File: config.mk
export PLATFORM = sky130hd
export DESIGN_NAME = bcs_seq
export DESIGN_NICKNAME = d
export VERILOG_FILES = /design/src/verilog/bcs_seq.v /design/src/verilog/bcs_tick.v
export VERILOG_INCLUDE_DIRS = /design/src /design/src/verilog
export SDC_FILE = /design/constraint.sdc
export NUM_CORES = 1
export LEC_CHECK = 0
export BUFFER_PORTS_ARGS = -buffer_cell sky130_fd_sc_hd__buf_2
export CAP_MARGIN = 40
export CORE_MARGIN = 10
export CORE_UTILIZATION = 45
export DETAILED_ROUTE_END_ITERATION = 12
export PLACE_DENSITY = 0.67
export SLEW_MARGIN = 20
export SYNTH_ARGS = -nofsm -noshare
export SYNTH_HDL_FRONTEND = slang
export SYNTH_HIERARCHICAL = 1
export SYNTH_SLANG_ARGS = --single-unit
export TNS_END_PERCENT = 5
File: constraint.sdc
create_clock -name clk -period 3.4 [get_ports clk]
set_clock_uncertainty 0.15 [all_clocks]
set_input_delay 0.17 -clock clk [delete_from_list [all_inputs] [get_ports clk]]
set_output_delay 0.17 -clock clk [all_outputs]
set_load 0.005 [all_outputs]
File: src/verilog/bcs_consts.vh
// constants for the backup battery charge sequencer
// assumes a 250 MHz system clock and millivolt / degree sample units
`ifndef BCS_CONSTS_VH
`define BCS_CONSTS_VH
// clock and time base
`define BCS_CLK_HZ 250000000
`define BCS_TICK_W 28
`define BCS_TICK_CYC 28'hEE6B27F
// times in seconds
`define BCS_WAIT_S 18'h00078
`define BCS_PAUSE_S 18'h0012C
`define BCS_NORM_LIMIT_S 18'h07080
`define BCS_SLOW_LIMIT_S 18'h23280
`define BCS_SEC_W 18
// voltages in mV
`define BCS_MV_FULL_HI 16'h1068
`define BCS_MV_FULL_LO 16'h1004
`define BCS_MV_RECHG 16'h0FA0
`define BCS_MV_MIN 16'h09C4
// temperatures in degrees C, signed 16 bit
`define BCS_T_OFFSET 16'h001E
`define BCS_T_HOT_MAX 16'h003C
`define BCS_T_NORM_MAX 16'h002D
`define BCS_T_COLD_MAX 16'h000A
// charge currents in mA
`define BCS_I_FAST 16'h0064
`define BCS_I_SLOW 16'h0014
// charge state codes
`define BCS_ST_FULL42 4'h0
`define BCS_ST_NORMAL 4'h1
`define BCS_ST_HOT 4'h2
`define BCS_ST_NOCHG 4'h3
`define BCS_ST_TOOHOT 4'h4
`define BCS_ST_COLD 4'h5
`define BCS_ST_TOOCOLD 4'h6
`define BCS_ST_NOBAT 4'h7
`define BCS_ST_FULL41 4'h8
`define BCS_ST_LOWV 4'hA
`define BCS_ST_WAIT 4'hB
`define BCS_ST_WAITDIS 4'hC
// register byte offsets
`define BCS_A_STATE 12'h000
`define BCS_A_TEMP 12'h004
`define BCS_A_VOLT 12'h008
`define BCS_A_CURR 12'h00C
`define BCS_A_FLAGS 12'h010
`define BCS_A_CTRL 12'h014
`define BCS_A_ISTAT 12'h018
`define BCS_A_IMASK 12'h01C
`define BCS_A_SAVE 12'h020
// flag bits
`define BCS_F_FAULT 0
`define BCS_F_SELFTEST 1
`define BCS_F_SAVING 2
`define BCS_F_SAVED 3
// interrupt events
`define BCS_IRQ_W 4
`define BCS_I_STATE 0
`define BCS_I_FAULT 1
`define BCS_I_FULL 2
`define BCS_I_SAVED 3
// power loss save window: 1/10 s in ms
`define BCS_SAVE_MS 18'h00064
`define BCS_MS_CYC 18'h3D090
`endif

File: src/verilog/bcs_seq.v
// backup battery charge sequencer with APB status registers
// assumes charger samples come from pins of another domain; srst marks power-up
//
// Functional notes
// - power-up enters waiting state 11 two minutes
// - after wait, charge by temperature regardless
// - no charging outside hot or cold limits
// - target 4.2V normal/cold, 4.1V hot
// - full 4.2V shows 0, then wait-discharge 4.0V
// - power-up abandons cycle, restarts waiting
// - hot full 4.1V held until normal/cold
// - missing or under 2.5V: fault, self-test fails
// - charge timeout 8/40h pauses 5 minutes
// - battery temperature is cpu minus 30
// - cpu temperature readable by software
// - power loss: save retentive data within 100ms
// - with main power, data stays in RAM
// - fast recharge completes within eight hours
// - charge state readable as numeric code
// - mode bands: 11-45 normal, 46-60 hot, 0-10 cold
// - fault at power-up blocks charging until repower
//
// Decided for this implementation: the register offsets and the APB interface to the registers.
`timescale 1ns/1ps
`include "bcs_consts.vh"
module bcs_seq (
  // clock and reset
  input wire clk,
  input wire srst,
  // apb slave
  input wire psel,
  input wire penable,
  input wire pwrite,
  input wire [11:0] paddr,
  input wire [31:0] pwdata,
  output reg [31:0] prdata,
  output wire pready,
  output wire pslverr,
  // charger samples, asynchronous pins
  input wire [15:0] bat_mv,
  input wire [15:0] chg_ma,
  input wire [15:0] cpu_temp,
  input wire bat_present,
  input wire main_power_ok,
  // charger controls
  output reg charge_en,
  output reg target_4v1,
  output reg [15:0] charge_ma_set,
  // retention store controls
  output reg save_to_flash,
  output reg ram_retain,
  // interrupt
  output wire irq
);
  wire sec_pulse;
  // synchronisers, two stages each
  reg [15:0] mv_s1_reg, mv_s2_reg, ma_s1_reg, ma_s2_reg, tc_s1_reg, tc_s2_reg;
  reg [1:0] pres_s_reg, pwr_s_reg;
  reg [1:0] fill_reg;
  reg [3:0] state_reg, state_next;
  reg [`BCS_SEC_W-1:0] secs_reg;
  reg [`BCS_SEC_W-1:0] ms_reg;
  reg [17:0] mscyc_reg;
  reg fault_reg, selftest_fail_reg, saving_reg, saved_reg, pwr_d_reg;
  reg [`BCS_IRQ_W-1:0] istat_reg, imask_reg, ev;
  reg [31:0] save_data_reg;
  reg charge_req_reg;
  wire signed [15:0] tb;
  wire too_hot, too_cold, is_hot, is_cold, bad_bat;
  wire [`BCS_SEC_W-1:0] limit_s;
  wire wr, rd, acc_ok;
  integer i;

  bcs_tick u_tick (
    .clk(clk),
    .srst(srst),
    .sec_pulse(sec_pulse)
  );

  // pins cross into clk domain; only stage two is read
  always @(posedge clk) begin
    if (srst) begin
      mv_s1_reg <= 16'h0000;
      mv_s2_reg <= 16'h0000;
      ma_s1_reg <= 16'h0000;
      ma_s2_reg <= 16'h0000;
      tc_s1_reg <= 16'h0000;
      tc_s2_reg <= 16'h0000;
      pres_s_reg <= 2'h0;
      pwr_s_reg <= 2'h3; // power-up means main power is present, no false loss edge
      fill_reg <= 2'h0;
    end else begin
      mv_s1_reg <= bat_mv;
      mv_s2_reg <= mv_s1_reg;
      ma_s1_reg <= chg_ma;
      ma_s2_reg <= ma_s1_reg;
      tc_s1_reg <= cpu_temp;
      tc_s2_reg <= tc_s1_reg;
      pres_s_reg <= {pres_s_reg[0], bat_present};
      pwr_s_reg <= {pwr_s_reg[0], main_power_ok};
      // fill marks when stage two holds real pin samples
      fill_reg <= {fill_reg[0], 1'b1};
    end
  end

  // battery temperature and band decode; multi-bit words assumed steady between samples
  assign tb = $signed(tc_s2_reg) - $signed(`BCS_T_OFFSET);
  assign too_hot = tb > $signed(`BCS_T_HOT_MAX);
  assign too_cold = tb < $signed(16'h0000);
  assign is_hot = tb > $signed(`BCS_T_NORM_MAX);
  assign is_cold = tb <= $signed(`BCS_T_COLD_MAX);
  // no battery verdict until the synchronisers hold real samples, else reset zeros look like a fault
  assign bad_bat = fill_reg[1] && (!pres_s_reg[1] || (mv_s2_reg < `BCS_MV_MIN));
  // fast mode 8 h, slow modes 40 h
  assign limit_s = (state_reg == `BCS_ST_NORMAL) ? `BCS_NORM_LIMIT_S : `BCS_SLOW_LIMIT_S;

  // next state: a temperature band change moves between modes
  always @* begin
    state_next = state_reg;
    case (state_reg)
      `BCS_ST_WAIT: begin
        if (bad_bat)
          state_next = pres_s_reg[1] ? `BCS_ST_LOWV : `BCS_ST_NOBAT;
        else if (sec_pulse && secs_reg >= `BCS_WAIT_S - 1'b1)
          state_next = `BCS_ST_NORMAL;
      end
      `BCS_ST_NORMAL, `BCS_ST_HOT, `BCS_ST_COLD, `BCS_ST_TOOHOT, `BCS_ST_TOOCOLD: begin
        if (bad_bat)
          state_next = pres_s_reg[1] ? `BCS_ST_LOWV : `BCS_ST_NOBAT;
        else if (too_hot)
          state_next = `BCS_ST_TOOHOT;
        else if (too_cold)
          state_next = `BCS_ST_TOOCOLD;
        else if (is_hot && state_reg != `BCS_ST_HOT)
          state_next = `BCS_ST_HOT;
        else if (is_cold && !is_hot && state_reg != `BCS_ST_COLD)
          state_next = `BCS_ST_COLD;
        else if (!is_hot && !is_cold && state_reg != `BCS_ST_NORMAL)
          state_next = `BCS_ST_NORMAL;
        else if (state_reg == `BCS_ST_HOT && mv_s2_reg >= `BCS_MV_FULL_LO)
          state_next = `BCS_ST_FULL41;
        else if (state_reg != `BCS_ST_HOT && mv_s2_reg >= `BCS_MV_FULL_HI)
          state_next = `BCS_ST_FULL42;
        else if (sec_pulse && secs_reg >= limit_s - 1'b1)
          state_next = `BCS_ST_NOCHG;
      end
      `BCS_ST_NOCHG: begin
        if (sec_pulse && secs_reg >= `BCS_PAUSE_S - 1'b1)
          state_next = `BCS_ST_NORMAL;
      end
      `BCS_ST_FULL42: state_next = `BCS_ST_WAITDIS;
      `BCS_ST_WAITDIS: begin
        if (mv_s2_reg < `BCS_MV_RECHG)
          state_next = `BCS_ST_NORMAL;
      end
      // holding 4.1V still obeys the battery and temperature limits
      `BCS_ST_FULL41: begin
        if (bad_bat)
          state_next = pres_s_reg[1] ? `BCS_ST_LOWV : `BCS_ST_NOBAT;
        else if (too_hot)
          state_next = `BCS_ST_TOOHOT;
        else if (too_cold)
          state_next = `BCS_ST_TOOCOLD;
        else if (!is_hot)
          state_next = `BCS_ST_NORMAL;
      end
      `BCS_ST_NOBAT, `BCS_ST_LOWV: state_next = state_reg;
      default: state_next = `BCS_ST_WAIT;
    endcase
  end

  // state and timer; reset is power-up and always restarts waiting
  always @(posedge clk) begin
    if (srst) begin
      state_reg <= `BCS_ST_WAIT;
      secs_reg <= {`BCS_SEC_W{1'b0}};
    end else begin
      state_reg <= state_next;
      if (state_next != state_reg)
        secs_reg <= {`BCS_SEC_W{1'b0}};
      else if (sec_pulse)
        secs_reg <= secs_reg + 1'b1;
    end
  end

  // charger drive from state, registered
  always @(posedge clk) begin
    if (srst) begin
      charge_en <= 1'b0;
      target_4v1 <= 1'b0;
      charge_ma_set <= 16'h0000;
      charge_req_reg <= 1'b0;
    end else begin
      charge_req_reg <= (state_next == `BCS_ST_NORMAL) || (state_next == `BCS_ST_HOT) ||
                        (state_next == `BCS_ST_COLD) || (state_next == `BCS_ST_FULL41);
      charge_en <= charge_req_reg;
      target_4v1 <= (state_reg == `BCS_ST_HOT) || (state_reg == `BCS_ST_FULL41);
      charge_ma_set <= (state_reg == `BCS_ST_NORMAL) ? `BCS_I_FAST : `BCS_I_SLOW;
    end
  end

  // fault flag and self-test result, sticky until power-up
  always @(posedge clk) begin
    if (srst) begin
      fault_reg <= 1'b0;
      selftest_fail_reg <= 1'b0;
    end else if (state_reg == `BCS_ST_NOBAT || state_reg == `BCS_ST_LOWV) begin
      fault_reg <= 1'b1;
      selftest_fail_reg <= 1'b1;
    end
  end

  // power loss: run a 100 ms save window, millisecond counter
  always @(posedge clk) begin
    if (srst) begin
      pwr_d_reg <= 1'b1;
      saving_reg <= 1'b0;
      saved_reg <= 1'b0;
      ms_reg <= {`BCS_SEC_W{1'b0}};
      mscyc_reg <= 18'h00000;
      save_to_flash <= 1'b0;
      ram_retain <= 1'b1;
    end else begin
      pwr_d_reg <= pwr_s_reg[1];
      ram_retain <= pwr_s_reg[1];
      save_to_flash <= saving_reg;
      if (pwr_d_reg && !pwr_s_reg[1]) begin
        saving_reg <= 1'b1;
        saved_reg <= 1'b0;
        ms_reg <= {`BCS_SEC_W{1'b0}};
        mscyc_reg <= 18'h00000;
      end else if (saving_reg) begin
        if (mscyc_reg == `BCS_MS_CYC - 1'b1) begin
          mscyc_reg <= 18'h00000;
          ms_reg <= ms_reg + 1'b1;
        end else
          mscyc_reg <= mscyc_reg + 1'b1;
        if (ms_reg == `BCS_SAVE_MS - 1'b1 && mscyc_reg == `BCS_MS_CYC - 1'b1) begin
          saving_reg <= 1'b0;
          saved_reg <= 1'b1;
        end
      end
    end
  end

  // interrupt events
  always @* begin
    ev = {`BCS_IRQ_W{1'b0}};
    ev[`BCS_I_STATE] = state_next != state_reg;
    // fault counts on entry only, so a held fault state can still be cleared
    ev[`BCS_I_FAULT] = ((state_next == `BCS_ST_NOBAT) || (state_next == `BCS_ST_LOWV)) && state_next != state_reg;
    ev[`BCS_I_FULL] = (state_next == `BCS_ST_FULL42 || state_next == `BCS_ST_FULL41) && state_next != state_reg;
    ev[`BCS_I_SAVED] = saving_reg && !pwr_s_reg[1] && ms_reg == `BCS_SAVE_MS - 1'b1 &&
                       mscyc_reg == `BCS_MS_CYC - 1'b1;
  end

  // apb: zero wait states, unmapped reads zero with error
  // pready tied high: every access completes in its first access cycle
  assign wr = psel && penable && pwrite;
  assign rd = psel && !pwrite;
  assign acc_ok = paddr <= `BCS_A_SAVE && paddr[1:0] == 2'b00;
  assign pready = 1'b1;
  assign pslverr = psel && penable && !acc_ok;
  assign irq = |(istat_reg & imask_reg);

  // write one to clear; a new event wins over the clear
  always @(posedge clk) begin
    if (srst) begin
      istat_reg <= {`BCS_IRQ_W{1'b0}};
      imask_reg <= {`BCS_IRQ_W{1'b0}};
      save_data_reg <= 32'h00000000;
    end else begin
      for (i = 0; i < `BCS_IRQ_W; i = i + 1) begin
        if (ev[i])
          istat_reg[i] <= 1'b1;
        else if (wr && paddr == `BCS_A_ISTAT && pwdata[i])
          istat_reg[i] <= 1'b0;
      end
      if (wr && paddr == `BCS_A_IMASK)
        imask_reg <= pwdata[`BCS_IRQ_W-1:0];
      if (wr && paddr == `BCS_A_SAVE)
        save_data_reg <= pwdata;
    end
  end

  // read data registered in the setup cycle
  always @(posedge clk) begin
    if (srst)
      prdata <= 32'h00000000;
    else if (rd && !penable) begin
      case (paddr)
        `BCS_A_STATE: prdata <= {28'h0000000, state_reg};
        `BCS_A_TEMP: prdata <= {16'h0000, tc_s2_reg};
        `BCS_A_VOLT: prdata <= {16'h0000, mv_s2_reg};
        `BCS_A_CURR: prdata <= {16'h0000, ma_s2_reg};
        `BCS_A_FLAGS: prdata <= {28'h0000000, saved_reg, saving_reg, selftest_fail_reg, fault_reg};
        `BCS_A_CTRL: prdata <= {16'h0000, charge_ma_set};
        `BCS_A_ISTAT: prdata <= {28'h0000000, istat_reg};
        `BCS_A_IMASK: prdata <= {28'h0000000, imask_reg};
        `BCS_A_SAVE: prdata <= save_data_reg;
        default: prdata <= 32'h00000000;
      endcase
    end
  end
endmodule // bcs_seq

File: src/verilog/bcs_tick.v
// one-second enable pulse divider for the charge sequencer timers
// assumes clk at the rate of BCS_CLK_HZ
`timescale 1ns/1ps
`include "bcs_consts.vh"
module bcs_tick (
  // clock and reset
  input wire clk,
  input wire srst,
  // one cycle pulse every second
  output reg sec_pulse
);
  reg [`BCS_TICK_W-1:0] cnt_reg;

  // free running divider, restarts with reset
  always @(posedge clk) begin
    if (srst) begin
      cnt_reg <= {`BCS_TICK_W{1'b0}};
      sec_pulse <= 1'b0;
    end else if (cnt_reg == `BCS_TICK_CYC) begin
      cnt_reg <= {`BCS_TICK_W{1'b0}};
      sec_pulse <= 1'b1;
    end else begin
      cnt_reg <= cnt_reg + 1'b1;
      sec_pulse <= 1'b0;
    end
  end
endmodule // bcs_tick
==> results of run 1 <==
[metal layers]
metal,GRT usage (%),vias up,share of wire (%)
li1,-,5206,-
met1,23.4,4938,44
met2,32.0,274,48
met3,3.43,62,4.9
met4,6.46,0,3.2
met5,0,-,0
[per-stage QoR]
step                      setup TNS [ns]  setup slack (ns)
after floorplan                   -0.238           -0.0241
after global placement             -3.73            -0.226
after detailed placement           -4.53            -0.282
after CTS                          -2.38            -0.143
after global routing               -4.91            -0.273
final                              -2.66            -0.174
[synth_stat cells, types with 17 or more instances]
cell	n
a22oi_1	31
and3_1	17
nor2b_1	107
xnor2_1	26
nor3_1	27
nor4_1	17
nor2_1	139
xor2_1	43
nand3_1	45
inv_1	18
nand4_1	32
o21ai_0	27
dfxtp_1	272
a21oi_1	101
nand2_1	126
clkbuf_1	54
[worst paths after layout]
| check | endpoint | startpoint | cells after the start | slack [ns] |
|---|---|---|---|---|
| worst min-delay path | istat_reg[2] | penable | 5 | 0.05 |
| worst max register to register | secs_reg[5] | tc_s2_reg[6] | 11 | -0.17 |
| worst max-delay path | secs_reg[5] | tc_s2_reg[6] | 11 | -0.17 |
| worst min register to register | tc_s2_reg[11] | tc_s1_reg[11] | 1 | 0.28 |
[power by group through the flow]
stage	registers [uW]	logic [uW]	clock network, uW
4_1_cts	3380	1600	3180
3_5_place_dp	3440	1470	0
3_3_place_gp	3440	1460	0
2_1_floorplan	3420	934	0
5_1_grt	3390	2030	3330
6_report	3380	1880	3130
[kinds of logic after synthesis]
family	share of synthesized area (%)
and+or+nand+nor	27.9
adders and majority gates	1.08
xor gates and xnor gates	5.23
buffers and inverters	3.98
other	0.0650
AOI/OAI and AO/OA	13.8
muxes	0.779
DFF	47.1
[critical path, delay by kind of cell, from the launching register on]
family          cells  cell delay (ns)
simple gates        6             2.18
compound gates      2             0.36
buf+inv             2             0.34
flops               1             0.32
xor+xnor            1             0.16
[layout make-up]
type / count / area, um2
Sequential cell: 272 / 5450
Multi-Input combinational cell: 951 / 5920
Fill cell: 2199 / 9860
Clock inverter: 14 / 169
Tap cell: 330 / 413
Timing Repair Buffer: 348 / 2560
Inverter: 21 / 80.1
Clock buffer: 37 / 795
[timing repair]
action | 4_1_cts | 5_1_grt
setup endpoints to repair | 21 | 22
resized for setup | 10 | 38
pin swaps | 4 | 19
cloned | 0 | 3
hold endpoints to repair | 121 | 0
hold buffers | 90 | 0
setup buffers | 2 | 9
==> results.yml, run 1 <==
global_route:
  grt_pass1_vias: 10400
  grt_pass1_wl_um: 52400
  grt-ovfl-total: 0
  antenna_found_initial: 0
  gr-usage-all-layers_pct: 18.8
  grt_max_degree: 89
pwr:
  power.density_mw_per_mm2: 545
  swShare_pct: 26.9
  switchingPower_uw: 2260
  leakage_uw: 0.00597
  combPwrFrac_pct: 22.5
  finalPower_uw: 8390
  p_seq_share_pct: 40.3
  clkPwrFrac_pct: 37.3
  p_int_uw: 6130
  ir_worst_vdd_mv: 0.489
yosys:
  ys.flop_type: "dfxtp_1"
  syn_avg_cell_area_um2: 8.82
  seq_area_frac_synth_pct: 47.1
  syn_inst: 1311
  yosysUniqueCellTypes: 79
  synth_edf_count: 0
  netlist_area_mm2: 0.0116
  yosysTopAreaCellShare_pct: 47.1
  ys_ff_latch: 272
  synth_top_area_cell: "dfxtp_1"
  synth.area.top_cells: "dfxtp_1 (47%), nor2b_1 (5.8%), nor2_1 (4.5%)"
  synth_warnings: 6
  async_reset_ff_share_pct: 0
layout:
  final_common_cell: "dfxtp_1"
  layout.nets: 1731
  diodes: 0
  layoutNonFillerInstCount: 1973
  final_cell_mix: "dfxtp_1 (267), buf_2 (139), nor2_1 (129)"
  fin_area_mm2: 0.0154
  drive_gt1_share_pct: 23.6
  syn2layout_area_growth_pct: 33.1
  finish.utilization_pct: 60.9
cts:
  cts_root_buf: "clkbuf_16"
  htreeDepth: 1
  cts_made_buffers: 28
  clock_path_buffers: 3
  clock_latency_ns: 0.55
  cts_tree: "yes"
  clk_transition_reported_paths_ns: 0.06
  clkSinkCount: 272
route:
  drt_iter0_markers: 792
  first_pass_iters: 8
  viasPerCell: 5.31
  avgRoutedWirePerCell_um: 16.5
  ant_nets: 0
  drt_wl_total_um: 32500
  drc: 0
  via_count: 10500
critical_path:
  cp-start-kind: "flip-flop"
  critPathKind: "reg2reg"
  critPathCaptureType: "flip-flop"
  critical-path-slowest-cell: "or4_4"
  cp_data_arrival_time_ns: 3.91
  critPathRequiredTime_ns: 3.73
  cp_common_cell: "or4_4"
  crit_chain: "or3_4, or4_4, o211ai_4, nand4_4, buf_6, or4_4, a31o_1, xor2_1, or4_4, clkbuf_16, nor2_2"
  cpPeakStageDelay_ns: 0.61
  crit_fanout: 4
placement:
  numPortBuffers: 140
  dpl-instance-area_mm2: 0.0132
  dp_hpwl_um: 22400
  gp_congestion: 0.930
  placedCellCount: 1817
floorplanning:
  die_area_mm2: 0.0325
  start_util_pct: 45.8
  die_x_um: 180
  row_count: 58
  core_area_mm2: 0.0253
  ios: 154
  fp.dieH_um: 180
sta:
  layout_setup_ws_ns: -0.174
  rsz0062_at_grt: "true"
  fmax_ghz: 0.280
  worstMarginPinSlew_ns: 0.766
  finalSetupViolations: 18
  hold_viol: 0
  final_max_slew_viol_count: 0
  relSlewSlack_pct: 49.0
  period_share_pct: 105
  fin_crit_ns: 3.57
  fin_hold_ws_ns: 0.0548
status:
  violations: "negative setup slack"
  status: "finished with violations"
min_path:
  hp-class: "in2reg"
job:
  max_cap_violations: 0
Note: power is estimated with default switching activity, not from simulation.
==> run 2, diff against run 1 <==
- BUFFER_PORTS_ARGS: -buffer_cell sky130_fd_sc_hd__buf_2 -> -buffer_cell sky130_fd_sc_hd__buf_4
- RECOVER_POWER: default -> 25
==> run 2 against run 1 <==
Effect of this change:
- the run still ends with negative setup slack left
- final cell count increased by 1.3%
- design area is 4.0% higher
- sequential power is essentially flat
- routed wire length is 1.4% higher
- clock power up 12%
==> results.yml, run 2 (synthesized netlist as in run 1, its figures left out) <==
sta:
  fmax_ghz: 0.284
  fin_crit_ns: 3.52
  hold_viol: 0
  final.setup.tns_ns: -1.95
  rsz0062_at_grt: "true"
  worstMarginPinSlew_ns: 0.755
  period_share_pct: 103
  relSlewSlack_pct: 49.2
  finalSetupViolations: 20
  final_max_slew_viol_count: 0
  layout_setup_ws_ns: -0.116
  fin_hold_ws_ns: 0.0504
route:
  drc: 0
  ant_nets: 0
  via_count: 10500
  avgRoutedWirePerCell_um: 16.5
  viasPerCell: 5.27
  first_pass_iters: 5
  drt_iter0_markers: 754
  drt_wl_total_um: 33000
floorplanning:
  core_area_mm2: 0.0253
  start_util_pct: 45.8
  die_x_um: 180
  die_area_mm2: 0.0325
  fp.dieH_um: 180
  row_count: 58
  ios: 154
global_route:
  grt_max_degree: 124
  gr-usage-all-layers_pct: 19.2
  grt_pass1_vias: 10400
  antenna_found_initial: 1
  grt-ovfl-total: 0
  grt_pass1_wl_um: 53400
critical_path:
  critPathCaptureType: "flip-flop"
  cpPeakStageDelay_ns: 0.61
  critPathKind: "reg2reg"
  regToRegSetupSlack_ns: -0.12
  crit_fanout: 9
  cp_data_arrival_time_ns: 3.84
  cp_common_cell: "buf_4"
  cp-start-kind: "flip-flop"
  critPathRequiredTime_ns: 3.73
  critical-path-slowest-cell: "or4_4"
  crit_chain: "ha_1, a311oi_2, nand3_1, buf_4, xor2_2, buf_4, o21a_2, buf_4, o21ai_0, o21ai_0, a41o_1, xnor2_1, or4_4, buf_16, nor2_4"
layout:
  fin_area_mm2: 0.0160
  fillers: 2098
  layout.nets: 1753
  drive_gt1_share_pct: 23.0
  final_cell_mix: "dfxtp_1 (267), buf_4 (256), nor2_1 (137)"
  syn2layout_area_growth_pct: 38.4
  final_common_cell: "dfxtp_1"
pwr:
  leakage_uw: 0.00623
  clkPwrFrac_pct: 39.6
  ir_worst_vdd_mv: 0.480
  switchingPower_uw: 2320
  power.density_mw_per_mm2: 551
  finalPower_uw: 8820
  p_int_uw: 6500
  p_seq_share_pct: 38.3
  swShare_pct: 26.3
  combPwrFrac_pct: 22.1
cts:
  cts_made_buffers: 30
  htreeDepth: 1
  clock_path_buffers: 3
  cts_tree: "yes"
  cts_root_buf: "clkbuf_16"
  clkSinkCount: 272
  clock_latency_ns: 0.54
  clk_transition_reported_paths_ns: 0.06
placement:
  gp_congestion: 0.944
  numPortBuffers: 140
  dpl-instance-area_mm2: 0.0136
  place_ws_ns: -0.396
  dp_hpwl_um: 22600
min_path:
  hp-class: "in2reg"
status:
  status: "finished with violations"
  violations: "negative setup slack"
job:
  max_cap_violations: 0
run 2: changes by cell type in the layout (fill, tap and decap cells not counted), sizes merged:
cell,delta
buf,+7
bufinv,+2
clkbuf,+2
clkinv,-4
clkinvlp,+3
diode,+1
dlygate4sd3,+15
run 2: path summary, 6_finish.rpt:
kind,start,end,depth (start not counted)
setup / recovery,tc_s2_reg[1],secs_reg[16],15
hold reg to reg,tc_s1_reg[0],tc_s2_reg[0],1
setup reg to reg,tc_s2_reg[1],secs_reg[16],15
hold / removal,penable,istat_reg[2],5
run 2: final cells by class:
class	instances	area [um2]	area share, %
multi-input combinational	951	5870	36.7
sequential	272	5450	34.1
timing repair buffer	368	3090	19.3
clock buffer	41	883	5.52
tap	330	413	2.58
clock inverter	15	216	1.35
inverter	21	80.1	0.500
antenna	1	2.50	0.0156
run 2: per-stage QoR:
stage	std cells	utilization, %
2_1_floorplan	1322	-
3_3_place_gp	1829	53.9
3_5_place_dp	1829	53.9
4_1_cts	1996	63.1
5_1_grt	1999	63.4
6_report	1999	63.4
run 2: timing repair:
item / in CTS / in global routing
pin swaps: 14 / 5
resized for setup: 29 / 10
endpoints found under the hold margin: 119 / 0
setup endpoints to repair: 21 / 22
hold buffers: 105 / 0
cloned: 1 / 0
buffers inserted: 5 / 2
run 2: power groups by stage:
stage	Combinational [uW]	Clock (uW)	Sequential, uW
floorplan	934	0	3420
global placement	1550	0	3440
detailed placement	1560	0	3440
CTS	1880	3550	3370
global route	2120	3670	3390
finish	1950	3490	3380
run 2: routing by layer:
layer | vias up | global-route usage (%) | routed length (um)
met2 | 272 | 33.1 | 15900
met1 | 4953 | 24.1 | 14600
li1 | 5253 | - | -
met5 | - | 0 | 0
met4 | 0 | 5.64 | 896
met3 | 57 | 3.29 | 1630
run 2: worst max-delay path: cells and delay by family (launching register included):
kind	cells	cell delay (ns)
AOI/OAI and AO/OA	5	0.90
DFF	1	0.35
and+or+nand+nor	3	0.82
adders and majority gates	1	0.23
buffers and inverters	4	0.67
xor gates and xnor gates	2	0.30
